File: config.mk
export PLATFORM = sky130hd
export DESIGN_NAME = dslas_sequencer
export DESIGN_NICKNAME = d
export VERILOG_FILES = /design/src/common/dslas_pkg.sv /design/src/logic/dslas_act_timer.sv /design/src/logic/dslas_tx_symbol.sv /design/src/logic/dslas_sequencer.sv
export SDC_FILE = /design/constraint.sdc
export NUM_CORES = 1
export LEC_CHECK = 0
export BUFFER_PORTS_ARGS = -buffer_cell sky130_fd_sc_hd__buf_2
export CORE_MARGIN = 2
export CORE_UTILIZATION = 45
export CTS_CLUSTER_SIZE = 40
export DETAILED_ROUTE_END_ITERATION = 10
export GPL_ROUTABILITY_DRIVEN = 0
export GPL_TIMING_DRIVEN = 0
export PLACE_DENSITY = 0.75
export SYNTH_ARGS = -nofsm -noshare
export SYNTH_HDL_FRONTEND = slang
export SYNTH_SLANG_ARGS = --single-unit
File: constraint.sdc
create_clock -name i_clk -period 3.67 [get_ports i_clk]
set_input_delay 0 -clock i_clk [delete_from_list [all_inputs] [get_ports i_clk]]
set_output_delay 0 -clock i_clk [all_outputs]
set_load 0.02 [all_outputs]
File: src/common/dslas_pkg.sv
`default_nettype none
package dslas_pkg;
	// register offsets on the 4-bit register port
	localparam logic [3:0] ADDR_CONTROL = 4'h0;
	localparam logic [3:0] ADDR_CONFIG = 4'h1;
	localparam logic [3:0] ADDR_SUBSTATE = 4'h5;
	localparam logic [3:0] ADDR_MAJOR = 4'h6;
	// control register fields
	localparam int CTRL_REQUEST_BIT = 0;
	localparam int CTRL_QUIET_BIT = 1;
	localparam logic [1:0] CTRL_RESET = 2'h0;
	// config register fields
	localparam int CFG_MODE_LSB = 0;
	localparam int CFG_TSEL_LSB = 3;
	localparam logic [2:0] MODE_RESET = 3'h7;
	localparam logic [1:0] TSEL_RESET = 2'h0;
	// major state status fields
	localparam int MAJ_EXPIRED_BIT = 4;
	// operating modes
	localparam logic [2:0] MODE_TRANSP_SIGN = 3'h0;
	localparam logic [2:0] MODE_TRANSP_MAG = 3'h1;
	localparam logic [2:0] MODE_TRANSP_SCR = 3'h2;
	localparam logic [2:0] MODE_RESERVED = 3'h3;
	localparam logic [2:0] MODE_INDEP_SIGN = 3'h4;
	localparam logic [2:0] MODE_INDEP_SCR = 3'h5;
	localparam logic [2:0] MODE_FRAMED_E1 = 3'h6;
	localparam logic [2:0] MODE_FRAMED_T1 = 3'h7;
	// timers count frames
	localparam int TMR_W = 13;
	localparam logic [12:0] MATC_LONG = 13'h1388;
	localparam logic [12:0] MATC_MID = 13'h09c4;
	localparam logic [12:0] MATC_SHORT = 13'h0683;
	localparam logic [12:0] M_SUBSTATE_TIMER_FIRST = 13'h000a;
	localparam logic [12:0] M_SUBSTATE_TIMER_SECOND = 13'h0013;
	localparam logic [12:0] M_SUBSTATE_TIMER_THIRD = 13'h0041;
	localparam logic [12:0] M_SUBSTATE_TIMER_FOURTH = 13'h004e;
	localparam logic [12:0] M_SUBSTATE_TIMER_FIFTH = 13'h0067;
	localparam logic [12:0] S_SUBSTATE_TIMER_FIRST = 13'h001b;
	localparam logic [12:0] S_SUBSTATE_TIMER_SECOND = 13'h0013;
	localparam logic [12:0] S_SUBSTATE_TIMER_THIRD = 13'h0027;
	localparam logic [12:0] S_SUBSTATE_TIMER_FOURTH = 13'h004e;
	localparam logic [12:0] S_SUBSTATE_TIMER_FIFTH = 13'h0040;
	localparam logic [1:0] FSW_HITS_NEEDED = 2'h2;
	// scrambler taps, 23-stage
	localparam int SCR_LEN = 23;
	localparam int SCR_TAP_A = 17;
	localparam int SCR_TAP_B = 22;
	localparam logic [22:0] SCR_SEED = 23'h7f_ffff;

	typedef enum logic [2:0] {
		MAJ_INACTIVE, MAJ_ACTIVATING, MAJ_ACTIVE1, MAJ_ACTIVE2, MAJ_DEACTIVATED
	} dslas_major_e;
	typedef enum logic [3:0] {
		PH_IDLE, PH_1, PH_2, PH_3, PH_4, PH_5, PH_6, PH_LEVEL4, PH_FRAME
	} dslas_phase_e;
	typedef enum logic [1:0] {TX_NONE, TX_TWO, TX_FOUR, TX_DATA} dslas_tx_e;
endpackage
`default_nettype wire

File: src/logic/dslas_act_timer.sv
`timescale 1ns/1ps
`default_nettype none
module dslas_act_timer (
	input wire logic i_clk,
	input wire logic i_srst,
	input wire logic i_clear,
	input wire logic i_load,
	input wire logic [12:0] i_load_val,
	input wire logic i_tick,
	input wire logic [12:0] i_limit,
	output logic [12:0] o_count,
	output logic o_expired
);
	typedef struct packed {
		logic [12:0] count;
		logic expired;
	} dslas_tmr_s;
	dslas_tmr_s q, d;

	always_comb begin
		d = q;
		if (i_clear) begin
			d.count = '0;
			d.expired = 1'b0;
		end else if (i_load) begin
			d.count = i_load_val;
		end else if (i_tick && !q.expired) begin
			d.count = q.count + 13'h0001;
			// sticky until the next start so late ticks cannot revive it
			if (d.count >= i_limit)
				d.expired = 1'b1;
		end
	end

	always_ff @(posedge i_clk) begin
		if (i_srst)
			q <= '0;
		else
			q <= d;
	end

	assign o_count = q.count;
	assign o_expired = q.expired;
endmodule
`default_nettype wire

File: src/logic/dslas_tx_symbol.sv
`timescale 1ns/1ps
`default_nettype none
module dslas_tx_symbol (
	input wire logic i_clk,
	input wire logic i_srst,
	input wire logic i_symbol_tick,
	input wire dslas_pkg::dslas_tx_e i_kind,
	input wire logic [2:0] i_mode,
	input wire logic i_sync_slot,
	input wire logic i_data_sign,
	input wire logic i_data_mag,
	output logic o_tx_enable,
	output logic o_tx_sign,
	output logic o_tx_mag
);
	typedef struct packed {
		logic [22:0] scr;
		logic en;
		logic sign;
		logic mag;
	} dslas_txs_s;
	dslas_txs_s q, d;
	logic framed, bypass, in_s, in_m, scr_s, scr_m;
	logic [22:0] s1;

	always_comb begin
		d = q;
		framed = (i_mode == dslas_pkg::MODE_FRAMED_E1) || (i_mode == dslas_pkg::MODE_FRAMED_T1);
		bypass = (i_mode == dslas_pkg::MODE_TRANSP_SIGN) || (i_mode == dslas_pkg::MODE_TRANSP_MAG)
			|| (i_mode == dslas_pkg::MODE_INDEP_SIGN) || (i_mode == dslas_pkg::MODE_RESERVED);
		in_s = i_data_sign;
		in_m = i_data_mag;
		if (i_kind == dslas_pkg::TX_TWO || (i_kind == dslas_pkg::TX_FOUR && framed)) begin
			in_s = 1'b1;
			in_m = 1'b1;
		end
		scr_s = in_s ^ q.scr[dslas_pkg::SCR_TAP_A] ^ q.scr[dslas_pkg::SCR_TAP_B];
		s1 = {q.scr[21:0], scr_s};
		scr_m = in_m ^ s1[dslas_pkg::SCR_TAP_A] ^ s1[dslas_pkg::SCR_TAP_B];
		if (i_symbol_tick) begin
			d.en = (i_kind != dslas_pkg::TX_NONE);
			// sync-slot symbols in framed modes skip the scrambler
			if (framed && i_sync_slot && i_kind != dslas_pkg::TX_NONE) begin
				d.sign = i_data_sign;
				// sync symbols of two-level training stay at +3/-3
				d.mag = (i_kind == dslas_pkg::TX_TWO) ? 1'b0 : i_data_mag;
			end else begin
				d.scr = {s1[21:0], scr_m};
				unique case (i_kind)
					dslas_pkg::TX_NONE: begin
						d.sign = 1'b0;
						d.mag = 1'b0;
					end
					// two-level keeps magnitude zero, so only +3/-3
					dslas_pkg::TX_TWO: begin
						d.sign = scr_s;
						d.mag = 1'b0;
					end
					dslas_pkg::TX_FOUR: begin
						d.sign = scr_s;
						d.mag = scr_m;
					end
					dslas_pkg::TX_DATA: begin
						d.sign = bypass ? i_data_sign : scr_s;
						d.mag = bypass ? i_data_mag : scr_m;
					end
				endcase
			end
		end
	end

	always_ff @(posedge i_clk) begin
		if (i_srst) begin
			q.scr <= dslas_pkg::SCR_SEED;
			q.en <= 1'b0;
			q.sign <= 1'b0;
			q.mag <= 1'b0;
		end else begin
			q <= d;
		end
	end

	assign o_tx_enable = q.en;
	assign o_tx_sign = q.sign;
	assign o_tx_mag = q.mag;
endmodule
`default_nettype wire

File: src/logic/dslas_sequencer.sv
// Added by the designer: the address-and-strobe port and the address map.
`timescale 1ns/1ps
`default_nettype none
module dslas_sequencer (
	input wire logic i_clk,
	input wire logic i_srst,
	input wire logic [3:0] i_addr,
	input wire logic [7:0] i_wdata,
	input wire logic i_wr,
	input wire logic i_rd,
	output logic [7:0] o_rdata,
	input wire logic i_hw_mode,
	input wire logic i_master,
	input wire logic i_link_up_request,
	input wire logic i_quiet,
	input wire logic i_frame_tick,
	input wire logic i_symbol_tick,
	input wire logic i_sync_slot,
	input wire logic i_signal_absent,
	input wire logic i_four_level_detect,
	input wire logic i_frame_sync_word,
	input wire logic i_tx_data_sign,
	input wire logic i_tx_data_mag,
	input wire logic i_rx_data,
	output logic o_rx_data,
	output logic o_tx_enable,
	output logic o_tx_sign,
	output logic o_tx_mag,
	output logic o_activating,
	output logic o_active,
	output logic o_deactivated,
	output logic o_timer_expired,
	output logic [2:0] o_major_state_code,
	output logic [3:0] o_activating_substate_status
);
	typedef struct packed {
		dslas_pkg::dslas_major_e major;
		dslas_pkg::dslas_phase_e phase;
		logic req_bit;
		logic quiet_bit;
		logic [2:0] mode;
		logic [1:0] tsel;
		logic pin_prev;
		logic [1:0] fsw_hits;
		logic rx_data;
		logic [7:0] rdata;
	} dslas_seq_s;
	dslas_seq_s q, d;

	logic [12:0] tmr_count;
	logic tmr_expired;
	logic tmr_clear;
	logic tmr_load;
	logic [12:0] mat_limit;
	logic framed;
	logic request;
	logic quiet;
	logic phase_done;
	logic [3:0] sub_code;
	dslas_pkg::dslas_tx_e tx_kind;
	logic lost_signal;
	localparam logic [1:0] FSW_MAX = dslas_pkg::FSW_HITS_NEEDED;

	// end count of a timer-driven phase for the current role
	function automatic logic [12:0] phase_limit(input logic master,
			input dslas_pkg::dslas_phase_e ph);
		logic [12:0] lim;
		if (master) begin
			unique case (ph)
				dslas_pkg::PH_1: lim = dslas_pkg::M_SUBSTATE_TIMER_FIRST;
				dslas_pkg::PH_2: lim = dslas_pkg::M_SUBSTATE_TIMER_SECOND;
				dslas_pkg::PH_4: lim = dslas_pkg::M_SUBSTATE_TIMER_THIRD;
				dslas_pkg::PH_5: lim = dslas_pkg::M_SUBSTATE_TIMER_FOURTH;
				dslas_pkg::PH_6: lim = dslas_pkg::M_SUBSTATE_TIMER_FIFTH;
				default: lim = '1;
			endcase
		end else begin
			unique case (ph)
				dslas_pkg::PH_1: lim = dslas_pkg::S_SUBSTATE_TIMER_SECOND;
				dslas_pkg::PH_2: lim = dslas_pkg::S_SUBSTATE_TIMER_FIRST;
				dslas_pkg::PH_3: lim = dslas_pkg::S_SUBSTATE_TIMER_THIRD;
				dslas_pkg::PH_4: lim = dslas_pkg::S_SUBSTATE_TIMER_FIFTH;
				dslas_pkg::PH_5: lim = dslas_pkg::S_SUBSTATE_TIMER_FOURTH;
				dslas_pkg::PH_6: lim = '0;
				default: lim = '1;
			endcase
		end
		return lim;
	endfunction

	always_comb begin
		framed = (q.mode == dslas_pkg::MODE_FRAMED_E1) || (q.mode == dslas_pkg::MODE_FRAMED_T1);
		unique case (q.tsel)
			2'h1: mat_limit = dslas_pkg::MATC_MID;
			2'h2: mat_limit = dslas_pkg::MATC_SHORT;
			default: mat_limit = dslas_pkg::MATC_LONG;
		endcase
		// edge on the pin, level on the register bit
		if (i_hw_mode) begin
			request = i_link_up_request && !q.pin_prev;
			quiet = i_quiet;
		end else begin
			request = q.req_bit;
			quiet = q.quiet_bit;
		end
		phase_done = tmr_count >= phase_limit(i_master, q.phase);
	end

	// substate code derived from one phase and role, major state separate
	always_comb begin
		sub_code = 4'h0;
		if (q.major == dslas_pkg::MAJ_ACTIVATING) begin
			unique case (q.phase)
				dslas_pkg::PH_1: sub_code = 4'h1;
				dslas_pkg::PH_2: sub_code = 4'h2;
				dslas_pkg::PH_3: sub_code = 4'h3;
				dslas_pkg::PH_4: sub_code = 4'h4;
				dslas_pkg::PH_5: sub_code = 4'h5;
				dslas_pkg::PH_6: sub_code = 4'h6;
				// master four-level 7, search 8; slave search 7
				dslas_pkg::PH_LEVEL4: sub_code = i_master ? 4'h7 : 4'h6;
				dslas_pkg::PH_FRAME: sub_code = i_master ? 4'h8 : 4'h7;
				default: sub_code = 4'h0;
			endcase
		end
	end

	// transmit signal for each phase
	always_comb begin
		tx_kind = dslas_pkg::TX_NONE;
		unique case (q.major)
			dslas_pkg::MAJ_ACTIVATING: begin
				// four-level from master code 7 or search; slave 1 silent
				if (q.phase == dslas_pkg::PH_FRAME
					|| (i_master && q.phase == dslas_pkg::PH_LEVEL4))
					tx_kind = dslas_pkg::TX_FOUR;
				else if (i_master || q.phase != dslas_pkg::PH_1)
					tx_kind = dslas_pkg::TX_TWO;
			end
			dslas_pkg::MAJ_ACTIVE1,
			dslas_pkg::MAJ_ACTIVE2: tx_kind = dslas_pkg::TX_DATA;
			dslas_pkg::MAJ_INACTIVE,
			dslas_pkg::MAJ_DEACTIVATED: tx_kind = dslas_pkg::TX_NONE;
		endcase
	end

	always_comb begin
		d = q;
		tmr_clear = 1'b0;
		tmr_load = 1'b0;
		d.pin_prev = i_link_up_request;
		d.rdata = 8'h00;

		if (i_wr) begin
			unique case (i_addr)
				dslas_pkg::ADDR_CONTROL: begin
					d.req_bit = i_wdata[dslas_pkg::CTRL_REQUEST_BIT];
					d.quiet_bit = i_wdata[dslas_pkg::CTRL_QUIET_BIT];
				end
				dslas_pkg::ADDR_CONFIG: begin
					d.mode = i_wdata[dslas_pkg::CFG_MODE_LSB +: 3];
					d.tsel = i_wdata[dslas_pkg::CFG_TSEL_LSB +: 2];
				end
				default: ;
			endcase
		end
		if (i_rd) begin
			unique case (i_addr)
				dslas_pkg::ADDR_CONTROL: d.rdata = {6'h00, q.quiet_bit, q.req_bit};
				dslas_pkg::ADDR_CONFIG: d.rdata = {3'h0, q.tsel, q.mode};
				dslas_pkg::ADDR_SUBSTATE: d.rdata = {4'h0, sub_code};
				dslas_pkg::ADDR_MAJOR: d.rdata = {3'h0, tmr_expired, 1'b0, 3'(q.major)};
				default: d.rdata = 8'h00;
			endcase
		end

		// two clean frames in a row are needed, a miss restarts the count
		if (q.phase == dslas_pkg::PH_FRAME && i_frame_tick) begin
			if (!i_frame_sync_word)
				d.fsw_hits = 2'h0;
			else if (q.fsw_hits != FSW_MAX)
				d.fsw_hits = q.fsw_hits + 2'h1;
		end

		unique case (q.major)
			dslas_pkg::MAJ_INACTIVE: begin
				// hold the timer at zero while idle
				tmr_clear = 1'b1;
				d.phase = dslas_pkg::PH_IDLE;
				// master starts on request, slave on line energy
				if (i_master) begin
					if (request && !quiet) begin
						d.major = dslas_pkg::MAJ_ACTIVATING;
						d.phase = dslas_pkg::PH_1;
					end
				end else if (!i_signal_absent) begin
					// slave leaves only when signal present
					d.major = dslas_pkg::MAJ_ACTIVATING;
					d.phase = dslas_pkg::PH_1;
				end
			end
			dslas_pkg::MAJ_ACTIVATING: begin
				// timeout or lost signal aborts before any phase step
				if (tmr_expired || lost_signal) begin
					d.major = dslas_pkg::MAJ_DEACTIVATED;
					d.phase = dslas_pkg::PH_IDLE;
				end else begin
					unique case (q.phase)
						dslas_pkg::PH_1, dslas_pkg::PH_2, dslas_pkg::PH_4,
						dslas_pkg::PH_5, dslas_pkg::PH_6: begin
							// timer ends the phase, slave 6 at once
							if (phase_done)
								d.phase = dslas_pkg::dslas_phase_e'(q.phase + 4'h1);
						end
						dslas_pkg::PH_3: begin
							if (i_master) begin
								if (!i_signal_absent) begin
									tmr_load = 1'b1;
									d.phase = dslas_pkg::PH_4;
								end
							end else if (phase_done) begin
								d.phase = dslas_pkg::PH_4;
							end
						end
						dslas_pkg::PH_LEVEL4: begin
							if (i_four_level_detect) begin
								if (framed) begin
									d.phase = dslas_pkg::PH_FRAME;
									d.fsw_hits = 2'h0;
								end else begin
									d.major = dslas_pkg::MAJ_ACTIVE1;
									d.phase = dslas_pkg::PH_IDLE;
								end
							end
						end
						dslas_pkg::PH_FRAME: begin
							if (q.fsw_hits == FSW_MAX) begin
								d.major = dslas_pkg::MAJ_ACTIVE1;
								d.phase = dslas_pkg::PH_IDLE;
							end
						end
						default: begin
							d.major = dslas_pkg::MAJ_DEACTIVATED;
							d.phase = dslas_pkg::PH_IDLE;
						end
					endcase
				end
			end
			dslas_pkg::MAJ_ACTIVE1: begin
				if (tmr_expired)
					d.major = dslas_pkg::MAJ_ACTIVE2;
			end
			dslas_pkg::MAJ_ACTIVE2: ;
			dslas_pkg::MAJ_DEACTIVATED: begin
				// master waits for the host to drop the level request
				if (i_master ? !(i_hw_mode ? i_link_up_request : q.req_bit) : i_signal_absent) begin
					d.major = dslas_pkg::MAJ_INACTIVE;
					d.phase = dslas_pkg::PH_IDLE;
				end
			end
		endcase

		if (d.major == dslas_pkg::MAJ_ACTIVE1 || d.major == dslas_pkg::MAJ_ACTIVE2)
			d.rx_data = i_rx_data;
		else
			d.rx_data = 1'b1;
	end

	// signal loss counts once the far end was heard
	assign lost_signal = i_signal_absent && !(i_master
		? (q.phase == dslas_pkg::PH_1 || q.phase == dslas_pkg::PH_2 || q.phase == dslas_pkg::PH_3)
		: 1'b0);

	always_ff @(posedge i_clk) begin
		if (i_srst) begin
			q.major <= dslas_pkg::MAJ_INACTIVE;
			q.phase <= dslas_pkg::PH_IDLE;
			q.req_bit <= dslas_pkg::CTRL_RESET[dslas_pkg::CTRL_REQUEST_BIT];
			q.quiet_bit <= dslas_pkg::CTRL_RESET[dslas_pkg::CTRL_QUIET_BIT];
			q.mode <= dslas_pkg::MODE_RESET;
			q.tsel <= dslas_pkg::TSEL_RESET;
			q.pin_prev <= 1'b1;
			q.fsw_hits <= 2'h0;
			q.rx_data <= 1'b1;
			q.rdata <= 8'h00;
		end else begin
			q <= d;
		end
	end

	dslas_act_timer u_timer (
		.i_clk(i_clk),
		.i_srst(i_srst),
		.i_clear(tmr_clear),
		.i_load(tmr_load),
		.i_load_val(dslas_pkg::M_SUBSTATE_TIMER_SECOND + 13'h0001),
		.i_tick(i_frame_tick),
		.i_limit(mat_limit),
		.o_count(tmr_count),
		.o_expired(tmr_expired)
	);

	dslas_tx_symbol u_tx (
		.i_clk(i_clk),
		.i_srst(i_srst),
		.i_symbol_tick(i_symbol_tick),
		.i_kind(tx_kind),
		.i_mode(q.mode),
		.i_sync_slot(i_sync_slot),
		.i_data_sign(i_tx_data_sign),
		.i_data_mag(i_tx_data_mag),
		.o_tx_enable(o_tx_enable),
		.o_tx_sign(o_tx_sign),
		.o_tx_mag(o_tx_mag)
	);

	assign o_rdata = q.rdata;
	assign o_rx_data = q.rx_data;
	assign o_activating = (q.major == dslas_pkg::MAJ_ACTIVATING);
	assign o_active = (q.major == dslas_pkg::MAJ_ACTIVE1) || (q.major == dslas_pkg::MAJ_ACTIVE2);
	assign o_deactivated = (q.major == dslas_pkg::MAJ_DEACTIVATED);
	assign o_timer_expired = tmr_expired;
	assign o_major_state_code = 3'(q.major);
	assign o_activating_substate_status = sub_code;
endmodule
`default_nettype wire

==> results.tsv <==
stage	metric	value	unit
worst_setup_path	cp-start-kind	register	
worst_setup_path	end_kind	register	
global_route	grt_pass1_vias	3526	
global_route	grt_pass1_wl	16970	um
clock_tree	cts_tree	yes	
timing	setup_violations	0	
synth	async_flop_share	0	
detailed_routing	drc	0	
finish	nets	620	
clock_tree	clock_sink_count	63	
timing	drv_slew	0	
detailed_routing	first_iter_violations	335	
timing	setup_tns	0	ns
detailed_routing	dr_total_vias	3855	
pwr	p_leak	2.161	nW
worst_setup_path	reg2reg_slack	0.24	ns
timing	hold_viol	0	
clock_tree	cts_root_buffer	clkbuf_8	
worst_setup_path	crit_family	compound AO/OA/AOI/OAI gates	
clock_tree	post_cts_buffers	0	
finish	fill_cells	845	
worst_setup_path	arrival	3.71	ns
detailed_routing	drtPass1Iterations	6	
global_route	grt_antenna_before_repair	0	
placement	placedInstanceArea	4523	um^2
detailed_routing	drtAntennaViolNets	0	
finish	final_core_util	0.5343	
floorplan	dieWidth	100.2	um
detailed_routing	wl_per_cell	15.14	um
worst_setup_path	cpMostUsedCell	ha_1	
detailed_routing	via_per_inst	5.711	
timing	min_period	3.434	ns
finish	mostFrequentLayoutCells	62 x dfxtp_1, 56 x nand2_1, 50 x nor2_1	
pwr	p_clk_frac	0.426	
synth	synthDistinctLibCells	67	
floorplan	rows	35	
worst_setup_path	worstPathRequired	3.94	ns
worst_setup_path	cp_max_fo	10	
synth	synth_edf_count	0	
synth	synth-warning-count	0	
finish	syn2layout_area_growth	16.82	%
status	status	complete, no violations	
finish	regArea	1262	um^2
finish	drive_gt1_frac	0.1755	
worst_setup_path	slowest_stage	or3_1	
pwr	power_switching_share	0.2567	
floorplan	initial_core_util	0.4574	
global_route	grtUsageTotal	0.2128	
floorplan	core	9109	um^2
placement	port-buffer-count	42	
floorplan	dieArea	10050	um^2
synth	syn_inst	492	
timing	period_share	0.9358	
worst_setup_path	path_cells	inv_1, ha_1, clkbuf_4, or3_1, o2111ai_1, ha_1, nand2b_1, a2111oi_1, o31ai_1, a311o_1, and2_4, o21ai_0	
timing	worstMarginPinSlew	0.9663	ns
pwr	power_frac_seq	0.451	
worst_setup_path	path_class	register to register	
clock_tree	clk_pin_slew	0.07	ns
floorplan	io_pins	52	
synth	synth-seq-cells	63	
synth	ys_seq_area_frac	0.3027	
timing	maxSlewHeadroom	0.3476	
timing	rsz0062_at_grt	no	
synth	synth_ff_type	dfxtp_1	
synth	mappedNetlistArea	4166	um^2
timing	finClkSkew	0.009688	ns
timing	holdWs	0.03271	ns
timing	fmax	291.2	MHz
pwr	ir_drop	0.0001469	V
finish	final_common_cell	dfxtp_1	
finish	multi_input_area	2651	um^2
global_route	grt_max_degree	12	
pwr	switchingPower	0.3985	mW
clock_tree	cts_max_path_buffers	2	
placement	dp_hpwl	7789	um
finish	fin_area	4867	um^2
clock_tree	cts-htree-levels	3	
worst_hold_path	hp-class	input pin to register	
pwr	power_density	319.0	nW/um^2
clock_tree	numCtsBuffers	9	
global_route	grt-ovfl-total	0	
floorplan	die_y	100.2	um
flow_run	cap_violations	0	
finish	antenna_cells_inserted	0	
synth	syn_area_per_cell	8.468	um^2
worst_setup_path	critPathMaxStageDelay	0.46	ns
clock_tree	insertion_delay	0.35	ns
detailed_routing	wirelength	10220	um
worst_setup_path	worstPathBufferInverterCount	2	
pwr	combPwrFrac	0.123	
pwr	p_int	1.154	mW
-- what timing repair did --
item | in CTS | in global routing
endpoints found under the hold margin | 13 | 0
hold buffers | 12 | 0
setup endpoints to repair | 0 | 4
gates resized for setup | 0 | 7
-- metrics by stage --
stage          setup slack (ns)  total power, mW  cells
3_3_place_gp             0.2423           0.8899    647
2_1_floorplan            0.6417           0.8411    494
3_5_place_dp             0.2007           0.8944    647
5_1_grt                 0.01552            1.618    675
6_report                 0.2358            1.553    675
4_1_cts                  0.1715            1.566    675
-- cell usage after synthesis, drive strengths merged, types with 10 or more instances --
library cell	n	area, um^2
dfxtp	63	1261
clkbuf	14	52.55
xnor2	11	96.34
nor2	50	187.7
nand3	11	55.05
o21ai	13	65.06
buf	21	151.4
nand2	57	216.5
mux2i	33	330.3
a211oi	10	80.07
inv	17	63.81
xor2	17	148.9
a21oi	24	127.6
ha	32	400.4
-- power by group through the flow --
| stage | clock network [mW] | logic, mW | registers [mW] |
|---|---|---|---|
| final | 0.662 | 0.191 | 0.700 |
| after global routing | 0.707 | 0.210 | 0.701 |
| after CTS | 0.678 | 0.189 | 0.699 |
| after detailed placement | 0 | 0.179 | 0.715 |
| after global placement | 0 | 0.175 | 0.715 |
| after floorplan | 0 | 0.128 | 0.713 |
-- cell type report --
cell class,count,share of cell area
Multi-Input combinational cell,379,0.5447
Sequential cell,63,0.2594
Timing Repair Buffer,54,0.06787
Buffer,35,0.04293
Tap cell,111,0.02853
Clock buffer,10,0.02622
Clock inverter,6,0.01722
Inverter,17,0.01311
-- worst register-to-register path, cell delays in order, from the launching register on --
cell       delay, ns
dfxtp_1         0.38
inv_1           0.10
ha_1            0.23
clkbuf_4        0.20
or3_1           0.46
o2111ai_1       0.15
ha_1            0.26
nand2b_1        0.14
a2111oi_1       0.43
o31ai_1         0.14
a311o_1         0.46
and2_4          0.22
o21ai_0         0.18
-- logic make-up (layout without fill, tap and decap cells) --
kind of cell               after synthesis  count (layout)  share of synthesized area
DFF                                     63              63                     0.3027
xor gates and xnor gates                28              28                    0.05886
muxes                                   36              36                    0.08739
AOI/OAI and AO/OA                       96              96                     0.1712
buffers and inverters                   52             122                    0.06427
and+or+nand+nor                        184             184                     0.2186
adders and majority gates               32              32                    0.09610
other                                    1               3                  0.0009000
-- state kept, by name, summed over array words and instances (netlist names) --
signal              flops
u_timer.o_expired       1
u_tx.o_tx_sign          1
o_major_state_code      3
u_timer.o_count        13
u_tx.q                 23
o_rx_data               1
q                      14
u_tx.o_tx_mag           1
o_rdata                 5
u_tx.o_tx_enable        1
-- path summary, 6_finish.rpt --
| path | start | end | cells after the start |
|---|---|---|---|
| setup / recovery | q[20]$_SDFFE_PP0P_ | q[21]$_SDFFE_PP0P_ | 12 |
| setup reg to reg | q[20]$_SDFFE_PP0P_ | q[21]$_SDFFE_PP0P_ | 12 |
| hold / removal | i_addr[3] | o_rdata[2]$_SDFF_PP0_ | 4 |
| hold reg to reg | q[9]$_SDFF_PP0_ | q[9]$_SDFF_PP0_ | 2 |
-- per-layer routing --
layer / up-vias / track usage / share of wire
li1: 1882 / - / -
met1: 1793 / 0.2827 / 0.46
met2: 161 / 0.3397 / 0.45
met3: 19 / 0.05780 / 0.070
met4: 0 / 0.06006 / 0.019
met5: - / 0 / 0
No activity file was read; power rests on OpenSTA's default activity.
